$ cat config.mk
export PLATFORM = sky130hd
export DESIGN_NAME = hppc_top
export DESIGN_NICKNAME = d
export VERILOG_FILES = /design/src/logic/hppc_pkg.sv /design/src/logic/hppc_top.sv
export SDC_FILE = /design/constraint.sdc
export NUM_CORES = 1
export LEC_CHECK = 0
export BUFFER_PORTS_ARGS = -buffer_cell sky130_fd_sc_hd__buf_2
export CELL_PAD_IN_SITES_DETAIL_PLACEMENT = 1
export CELL_PAD_IN_SITES_GLOBAL_PLACEMENT = 1
export CORE_MARGIN = 2
export CORE_UTILIZATION = 38
export CTS_BUF_LIST = sky130_fd_sc_hd__clkbuf_16
export CTS_CLUSTER_DIAMETER = 50
export DETAILED_ROUTE_END_ITERATION = 10
export PLACE_DENSITY_LB_ADDON = 0.1
export SYNTH_ARGS = -nofsm -noshare
export SYNTH_HDL_FRONTEND = slang
export SYNTH_SLANG_ARGS = --single-unit
$ cat constraint.sdc
create_clock -name i_clock -period 1.9 [get_ports i_clock]
set_input_delay 0.095 -clock i_clock [delete_from_list [all_inputs] [get_ports i_clock]]
set_output_delay 0.095 -clock i_clock [all_outputs]
set_load 0.01 [all_outputs]
$ cat src/logic/hppc_pkg.sv
// Purpose: Constants for the host port pin control block.
// Assumes: One 40 MHz clock, inputs synchronous to it.
// Notes: Pin-level strap capture, ready and interrupt output control.
// Summary of operation
// - Ready asserted only when port accepts transfer
// - Output disable low floats ready output
// - Interrupt output driven high during reset
// - Output disable low floats interrupt output
// - Wide mode leaves interrupt output unused
// - Deselected port enables pullups and bus holders
// - Select strap captured at reset release only
// - Wide mode only when wide strap high
package hppc_pkg;

  // ----------------------------------------
  // Timing
  // ----------------------------------------
  localparam int CLOCK_MHZ = 40;
  localparam int TURN_NS = 50;
  localparam int TURN_CYCLES = (TURN_NS * CLOCK_MHZ + 999) / 1000;
  localparam int TURN_W = 4;

  // ----------------------------------------
  // Reset values
  // ----------------------------------------
  localparam logic RESET_SELECT = 1'b0;
  localparam logic RESET_WIDE = 1'b0;
  localparam logic INT_IDLE_LEVEL = 1'b1;

  // ----------------------------------------
  // Access sequencer states
  // ----------------------------------------
  typedef enum logic [2:0] {
    HPPC_IDLE = 3'b001,
    HPPC_BUSY = 3'b010,
    HPPC_DONE = 3'b100
  } hppc_state_t;

endpackage

$ cat src/logic/hppc_top.sv
// Purpose: Pin control of the parallel host port of the device.
// Assumes: All inputs synchronous to i_clock; i_reset is the device reset.
// Notes: Three-state pins are split into value and output enable.
`timescale 1ns/100ps
module hppc_top
  import hppc_pkg::*;
#(
  parameter int TURN_COUNT = TURN_CYCLES
)
(
  input wire logic i_clock,
  input wire logic i_reset,
  input wire logic i_output_enable_n_off,
  input wire logic i_host_port_select_strap,
  input wire logic i_wide_host_mode_strap,
  input wire logic i_host_read_not_write,
  input wire logic i_host_chip_select_n,
  input wire logic i_host_data_strobe_1,
  input wire logic i_host_data_strobe_2,
  input wire logic i_host_register_select_0,
  input wire logic i_host_register_select_1,
  input wire logic i_core_ready,
  input wire logic i_core_interrupt,
  output logic o_host_ready_out,
  output logic o_host_ready_out_oe,
  output logic o_host_interrupt_out_n,
  output logic o_host_interrupt_out_n_oe,
  output logic o_host_port_selected,
  output logic o_wide_host_mode,
  output logic o_input_pullups_on,
  output logic o_data_holders_on,
  output logic o_access_strobe,
  output logic o_access_read,
  output logic [1:0] o_access_register
);

  // ----------------------------------------
  // Strap capture
  // ----------------------------------------
  // Reset is async; straps are taken by a clocked process on the first
  // edge after release, never loaded from a port under reset.
  logic straps_taken;
  logic port_selected;
  logic wide_mode;

  always_ff @(posedge i_clock or posedge i_reset)
  begin
    if (i_reset)
      straps_taken <= 1'b0;
    else
      straps_taken <= 1'b1;
  end

  // Later strap changes are ignored until the next reset
  always_ff @(posedge i_clock or posedge i_reset)
  begin
    if (i_reset)
      port_selected <= RESET_SELECT;
    else if (!straps_taken)
      port_selected <= i_host_port_select_strap;
  end

  always_ff @(posedge i_clock or posedge i_reset)
  begin
    if (i_reset)
      wide_mode <= RESET_WIDE;
    else if (!straps_taken)
      wide_mode <= i_wide_host_mode_strap;
  end

  // ----------------------------------------
  // Access sequencer
  // ----------------------------------------
  function automatic logic strobe_active(input logic s1, input logic s2);
    strobe_active = !(s1 & s2);
  endfunction

  logic access_on;
  logic access_start;
  assign access_on = port_selected && straps_taken && !i_host_chip_select_n
                     && strobe_active(i_host_data_strobe_1, i_host_data_strobe_2);

  hppc_state_t state;
  hppc_state_t next_state;
  logic [TURN_W-1:0] turn_count;

  assign access_start = (state == HPPC_IDLE) && access_on;

  always_comb
  begin
    next_state = state;
    case (state)
      HPPC_IDLE:
      begin
        if (access_on)
          next_state = HPPC_BUSY;
      end
      HPPC_BUSY:
      begin
        if (turn_count == TURN_W'(1) && i_core_ready)
          next_state = HPPC_DONE;
      end
      HPPC_DONE:
      begin
        // Host must release before the next access is taken
        if (!access_on)
          next_state = HPPC_IDLE;
      end
      default: next_state = HPPC_IDLE;
    endcase
  end

  always_ff @(posedge i_clock or posedge i_reset)
  begin
    if (i_reset)
      state <= HPPC_IDLE;
    else
      state <= next_state;
  end

  // Minimum busy time lets the core see the request before ready returns
  always_ff @(posedge i_clock or posedge i_reset)
  begin
    if (i_reset)
      turn_count <= '0;
    else if (access_start)
      turn_count <= TURN_W'(TURN_COUNT);
    else if (state == HPPC_BUSY && turn_count > TURN_W'(1))
      turn_count <= turn_count - TURN_W'(1);
  end

  always_ff @(posedge i_clock or posedge i_reset)
  begin
    if (i_reset)
      o_access_strobe <= 1'b0;
    else
      o_access_strobe <= access_start;
  end

  always_ff @(posedge i_clock or posedge i_reset)
  begin
    if (i_reset)
      o_access_read <= 1'b0;
    else if (access_start)
      o_access_read <= i_host_read_not_write;
  end

  // Register select ignored in wide mode
  always_ff @(posedge i_clock or posedge i_reset)
  begin
    if (i_reset)
      o_access_register <= 2'h0;
    else if (access_start)
      o_access_register <= wide_mode ? 2'h0
        : {i_host_register_select_1, i_host_register_select_0};
  end

  // ----------------------------------------
  // Pin outputs
  // ----------------------------------------
  // Ready follows the next state, so the host never sees ready
  // for a transfer that has already been taken.
  always_ff @(posedge i_clock or posedge i_reset)
  begin
    if (i_reset)
      o_host_ready_out <= 1'b0;
    else
      o_host_ready_out <= (next_state == HPPC_IDLE) && i_core_ready;
  end

  // A deselected port floats ready just as the off input does
  always_ff @(posedge i_clock or posedge i_reset)
  begin
    if (i_reset)
      o_host_ready_out_oe <= 1'b0;
    else
      o_host_ready_out_oe <= i_output_enable_n_off && port_selected;
  end

  // Reset drives the pin high even with the off input low; the off
  // input takes over from the first edge after release.
  always_ff @(posedge i_clock or posedge i_reset)
  begin
    if (i_reset)
      o_host_interrupt_out_n <= INT_IDLE_LEVEL;
    else
      o_host_interrupt_out_n <= !(i_core_interrupt && !wide_mode);
  end

  always_ff @(posedge i_clock or posedge i_reset)
  begin
    if (i_reset)
      o_host_interrupt_out_n_oe <= 1'b1;
    else
      o_host_interrupt_out_n_oe <= i_output_enable_n_off && !wide_mode;
  end

  // ----------------------------------------
  // Strap and keeper outputs
  // ----------------------------------------
  always_ff @(posedge i_clock or posedge i_reset)
  begin
    if (i_reset)
    begin
      o_host_port_selected <= 1'b0;
      o_wide_host_mode <= 1'b0;
    end
    else
    begin
      o_host_port_selected <= port_selected;
      o_wide_host_mode <= wide_mode;
    end
  end

  // Keepers stay on under reset, while no selection is known yet
  always_ff @(posedge i_clock or posedge i_reset)
  begin
    if (i_reset)
    begin
      o_input_pullups_on <= 1'b1;
      o_data_holders_on <= 1'b1;
    end
    else
    begin
      o_input_pullups_on <= !port_selected;
      o_data_holders_on <= !port_selected;
    end
  end

endmodule

==> results of run 1 <==
final cells by class:
class,count,area (um^2)
clock buffers,3,75.1
clock inverters,1,3.75
fillers,254,1080
inverters,6,22.5
multi-input cells,45,330
flip-flops and latches,21,531
well taps,28,35.0
repair buffers,25,130
synth_stat cells (2+ instances only):
| master | n | area share |
|---|---|---|
| ha_1 | 2 | 0.028 |
| nor2_1 | 4 | 0.017 |
| o21ai_0 | 2 | 0.011 |
| dfrtp_1 | 17 | 0.48 |
| a21oi_1 | 4 | 0.022 |
| nand2b_1 | 4 | 0.028 |
| dfstp_2 | 4 | 0.12 |
| nand2_1 | 8 | 0.034 |
| inv_1 | 6 | 0.025 |
| mux2_2 | 2 | 0.025 |
| nand3_1 | 2 | 0.011 |
where the power goes:
group | switching [uW] | leakage [uW] | internal (uW) | total [uW]
logic | 75.8 | 0.000263 | 71.2 | 147
clock network | 147 | 0.0000423 | 280 | 427
registers | 30.7 | 0.000255 | 498 | 529
kinds of logic (layout without fill, tap and decap cells):
| kind of cell | Yosys count | in the layout | share of synthesized area |
|---|---|---|---|
| flops | 21 | 21 | 0.596 |
| compound gates | 10 | 10 | 0.0730 |
| xor+xnor | 1 | 1 | 0.00983 |
| simple gates | 27 | 27 | 0.202 |
| buf+inv | 7 | 35 | 0.0337 |
| mux | 4 | 4 | 0.0534 |
| fa+ha+maj | 2 | 2 | 0.0281 |
| other cells | 1 | 1 | 0.00421 |
worst min-delay path by stage:
stage	endpoint	depth (start not counted)	start	slack, ps
global placement	o_host_interrupt_out_n	2	i_core_interrupt	230
finish	o_access_read	2	i_reset	-20
detailed placement	o_host_interrupt_out_n	2	i_core_interrupt	230
global route	o_access_register[0]	2	i_reset	70
CTS	turn_count[3]	2	i_reset	30
floorplan	o_access_read	1	i_reset	70
worst reg2reg max path: stages (launching register included):
cell and delay, ps:
dfrtp_1 410, inv_1 100, ha_1 190, nor2_1 60, o31ai_2 340, xnor2_1 180
nor2_1 70
metal layers:
layer / up-vias / track usage
li1: 303 / -
met1: 301 / 0.176
met2: 13 / 0.238
met3: 2 / 0.0429
met4: 0 / 0.0641
met5: - / 0
per-stage QoR:
stage | hold slack (ps) | std cells | instance area (um^2) | total power (uW) | setup WS [ps]
finish | -16.0 | 129 | 1130 | 1100 | 453
global route | 65.5 | 129 | 1130 | 1160 | 311
CTS | 33.1 | 129 | 1130 | 1120 | 448
detailed placement | 232 | 124 | 1040 | 686 | 461
global placement | 227 | 124 | 1040 | 678 | 507
floorplan | 68.6 | 73 | 891 | 624 | 589
registers in the layout (all words and copies together), names as in the netlist:
signal,cells
o_wide_host_mode,1
turn_count,4
o_access_read,1
o_host_ready_out,1
o_host_interrupt_out_n,1
port_selected,1
o_host_port_selected,1
state,3
wide_mode,1
o_host_ready_out_oe,1
o_data_holders_on,1
o_access_register,2
o_access_strobe,1
o_host_interrupt_out_n_oe,1
straps_taken,1
what timing repair did:
item / CTS / global route
endpoints found under the setup margin: 0 / 0
hold buffers: 1 / 0
endpoints found under the hold margin: 1 / 0
buffers inserted: 0 / 0
cell usage in the layout (no fill, tap or decap), types with 2 or more instances in the layout:
cell type	n
nand2b_1	4
dfstp_2	4
clkbuf_16	3
dfrtp_1	17
inv_1	7
nand3_1	2
a21oi_1	4
o21ai_0	2
nor2_1	4
mux2_2	2
ha_1	2
nand2_1	8
buf_2	24
==> reports/qor.yml, run 1 <==
clock_network:
  cts_max_path_buffers: 2
  cts-buffers-inserted: 3
  h-tree-depth: 1
  cts_tree: "done"
  cts_root_buf: "clkbuf_16"
  clock_latency_ps: 250
  cts_resized: 0
  clock_sinks: 21
  clk_pin_slew_worst_paths_ps: 60
yosys:
  syn_area_um2: 891
  synth_edf_count: 0
  ys_ff_latch: 21
  synth.distinct_cells: 29
  ys.flop_type: "dfrtp_1"
  ys_seq_area_frac: 0.596
  avgSynthCellArea_um2: 12.2
  syn-num-nets: 88
  async_reset_ff_frac: 1.00
  syn_inst: 73
  ys.warnings.count: 0
power:
  p_leak_uw: 0.000561
  powerDensity_nw_per_um2: 978
  peakVddDrop_mv: 0.683
finish:
  syn2layout_area_growth_pct: 26.5
  finalCoreUtilization: 0.510
  drive_gt1_frac: 0.386
  fin_nets: 117
  diodes: 0
critical_path:
  crit_required_ps: 2040
  crit_arrival_ps: 1580
  reg2reg_to: "turn_count[0]"
  crit_path_end: "turn_count[0]"
  cpPeakStageDelay_ps: 410
  cp_max_fo: 4
  r2r-start: "turn_count[0]"
  reg2regPathDepth: 6
  r2r_slack_ps: 450
  critical_path_cell_count: 6
  worstSetupEndpointType: "flop"
  crit_path_start_kind: "flop"
  crit_family: "flip-flops"
  cp-startpoint: "turn_count[0]"
  critPathBufInv: 1
  slowest_stage: "dfrtp_1"
  crit_type: "flop to flop"
  cpMostUsedCell: "nor2_1"
  crit_chain: "inv_1 > ha_1 > nor2_1 > o31ai_2 > xnor2_1 > nor2_1"
global_route:
  track_usage: 0.145
  antenna_found_initial: 0
  grt_pass1_wl_mm: 2.83
  grt_max_degree: 22
  grt_pass1_vias: 644
  gr-total-overflow: 0
timing:
  max_freq_mhz: 691
  final_hold_viol_count: 17
  hold_ws_ps: -16.0
  min_period_ps: 1450
  rsz0062_at_grt: "false"
  setup-tns-final_ps: 0
  finClkSkew_ps: 4.77
  maxSlewHeadroom: 0.485
  post-route-period-util: 0.762
  worst_pin_slew_ps: 772
  drv_slew: 0
  finalSetupViolCount: 0
placement:
  dpl.hpwl_mm: 1.22
  portBuffers: 24
  gp_congestion: 0.874
run_status:
  violations: "negative hold slack"
  outcome: "complete, but fails checks"
route:
  avgViaCountPerCell: 4.80
  drt_iter0_drc: 2
  wl_met1_um: 722
  wire_per_inst_um: 12.5
  drt_wl_total_mm: 1.61
  dr_total_vias: 619
  top_layer: "met4"
  drtPass1Iterations: 2
  dr_wl_met3_um: 66
  ant_nets: 0
  drc_errors: 0
  wl_met2_um: 808
hold_path:
  hp-class: "primary input to asynchronous set/reset pin"
floorplan:
  die_w_um: 52.4
  coreArea_um2: 2210
  num_io_pins: 25
  die_area_um2: 2750
  die_y_um: 52.4
  rows: 17
  initial_core_util: 0.403
flow_run:
  drv_cap: 0
Power figures use the tool's default switching activity.
==> run 2: changes to the inputs <==
==> constraint.sdc (replaced) <==
create_clock -name i_clock -period 1.5 [get_ports i_clock]
set_input_delay 0.075 -clock i_clock [delete_from_list [all_inputs] [get_ports i_clock]]
set_output_delay 0.075 -clock i_clock [all_outputs]
set_load 0.01 [all_outputs]
==> run 2 against run 1 <==
Net effect:
- the flow now finishes without violations
- core utilization increased by 3.8 points
- clock skew increased by 0.55 ps
- setup slack got worse by 380 ps
- maximum frequency increased by 1.2%
- critical path depth increased by 1
- register-to-register slack got worse by 380 ps
- first-iteration DRC count decreased by 50%
- hold slack improved by 66 ps
- sequential share of layout area decreased by 3.3 points
- routed wire length increased by 1.7%
- die area unchanged
- sequential power increased by 26%
- largest cell class unchanged
==> reports/qor.yml, run 2 (synthesized netlist as in run 1, its figures left out) <==
power:
  swShare: 0.231  # +0.00104
  pwr-share-seq: 0.462  # -0.018
  powerDensity_nw_per_um2: 1190  # +22%
  p_total_uw: 1440  # +31%
  p_leak_uw: 0.000605  # +7.8%
  peakVddDrop_mv: 0.637  # -6.7%
  p_clk_frac: 0.375  # -0.012
  power_switching_uw: 333  # +31%
  p_int_uw: 1110  # +30%
  p_comb_frac: 0.162  # +0.029
critical_path:
  worstSetupEndpointType: "flop"
  cp_max_fo: 4  # unchanged
  crit_required_ps: 1670  # -370 ps
  crit_type: "flop to flop"
  crit_path_start_kind: "flop"
  crit_chain: "inv_1 > ha_2 > nor2_2 > o31ai_2 > buf_4 > nor4_4 > mux2i_1"
  cpPeakStageDelay_ps: 380  # -30 ps
  crit_arrival_ps: 1600  # +20 ps
  slowest_stage: "dfrtp_1"
floorplan:
  die_w_um: 52.4  # unchanged
  initial_core_util: 0.403  # unchanged
  num_io_pins: 25  # unchanged
  rows: 17  # unchanged
  die_area_um2: 2750  # unchanged
  die_y_um: 52.4  # unchanged
  coreArea_um2: 2210  # unchanged
route:
  ant_nets: 0  # unchanged
  drtPass1Iterations: 3  # +1
  drt_wl_total_mm: 1.64  # +1.7%
  drt_iter0_drc: 1  # -1
  avgViaCountPerCell: 4.74  # -1.2%
  drc_errors: 0  # unchanged
  dr_total_vias: 654  # +5.7%
  wire_per_inst_um: 11.9  # -5.0%
finish:
  final_common_cell: "buf_2"
  final_cell_mix: "buf_2, dfrtp_1, nand2_1, buf_4, inv_1"
  finalCoreUtilization: 0.548  # +0.0379
  drive_gt1_frac: 0.445  # +0.0593
  diodes: 0  # unchanged
  fin_nets: 126  # +7.7%
  syn2layout_area_growth_pct: 36.0
  finalNonFillerCells: 138  # +7.0%
  largest_reg_flops: 4  # unchanged
  reg_top3: "turn_count x4, state x3, o_access_register x2"
  top_register: "turn_count"
global_route:
  grt_max_degree: 22  # unchanged
  antenna_found_initial: 0  # unchanged
  grt_pass1_vias: 637  # -1.1%
  track_usage: 0.138  # -0.00735
  gr-total-overflow: 0  # unchanged
  grt_pass1_wl_mm: 2.76  # -2.4%
clock_network:
  cts_max_path_buffers: 2  # unchanged
  clock_sinks: 21  # unchanged
  clock_latency_ps: 250  # about the same
  cts_root_buf: "clkbuf_16"
  cts-buffers-inserted: 3  # unchanged
  h-tree-depth: 1  # unchanged
  clk_pin_slew_worst_paths_ps: 60  # about the same
  cts_tree: "done"
timing:
  post-route-period-util: 0.953  # +0.192
  final_hold_viol_count: 0  # -17
  finClkSkew_ps: 5.32  # +0.554 ps
  max_freq_mhz: 699  # +1.2%
  drv_slew: 0  # unchanged
  setup-tns-final_ps: 0  # unchanged
  finalSetupViolCount: 0  # unchanged
  hold_ws_ps: 49.8  # +65.8 ps
  min_period_ps: 1430  # -17.3 ps
hold_path:
  hp-class: "primary input to flop"
placement:
  dpl.hpwl_mm: 1.26  # +2.8%
  portBuffers: 24  # unchanged
  gp_congestion: 0.810  # -7.3%
  dp_cells: 131  # +5.6%
flow_run:
  drv_cap: 0  # unchanged
run_status:
  outcome: "complete, no violations"
[run 2: worst max-delay path: cells and delay by family (launching register included)]
| kind | cells | cell delay [ps] |
|---|---|---|
| flops | 1 | 380 |
| buf+inv | 2 | 250 |
| compound gates | 1 | 60 |
| mux | 1 | 210 |
| fa+ha+maj | 1 | 200 |
| simple gates | 2 | 250 |
[run 2: layer usage]
metal / global-route usage / vias up / wire length [um]
met2: 0.227 / 13 / 801
met3: 0.0429 / 2 / 74
li1: - / 316 / -
met1: 0.168 / 323 / 749
met4: 0.0513 / 0 / 14
met5: 0 / - / 0
[run 2: path summary, 6_finish.rpt]
kind	start	end	slack, ps	cells after the start
min in group asynchronous	i_reset	o_access_register[0]	400	4
hold / removal	i_output_enable_n_off	o_host_ready_out_oe	50	2
setup / recovery	turn_count[0]	turn_count[3]	70	7
setup reg to reg	turn_count[0]	turn_count[3]	70	7
hold reg to reg	port_selected	o_host_port_selected	440	0
max in group asynchronous	i_reset	o_data_holders_on	830	4
[run 2: stage by stage]
step	worst slack [ps]	cell area, um^2
after floorplan	189	891
after global placement	107	1090
after detailed placement	15.3	1090
after CTS	2.11	1190
after global routing	-12.2	1210
final	70.1	1210
[run 2: power by group through the flow]
| stage | sequential [uW] | combinational [uW] | clock (uW) |
|---|---|---|---|
| 4_1_cts | 667 | 222 | 556 |
| 6_report | 665 | 234 | 540 |
| 5_1_grt | 674 | 260 | 583 |
| 3_5_place_dp | 677 | 215 | 0 |
| 2_1_floorplan | 693 | 96.6 | 0 |
| 3_3_place_gp | 673 | 211 | 0 |
[run 2: area by class of cell]
cell class,instances,area [um^2]
fillers,265,1000
well taps,28,35.0
inverters,6,22.5
clock inverters,1,3.75
repair buffers,34,200
multi-input cells,45,344
clock buffers,3,75.1
flip-flops and latches,21,531
[run 2: repair_timing]
item                                    4_1_cts  5_1_grt
hold buffers                                  2        0
resized for setup                             0        3
endpoints found under the setup margin        0        1
setup buffers                                 0        1
hold endpoints to repair                     18        0
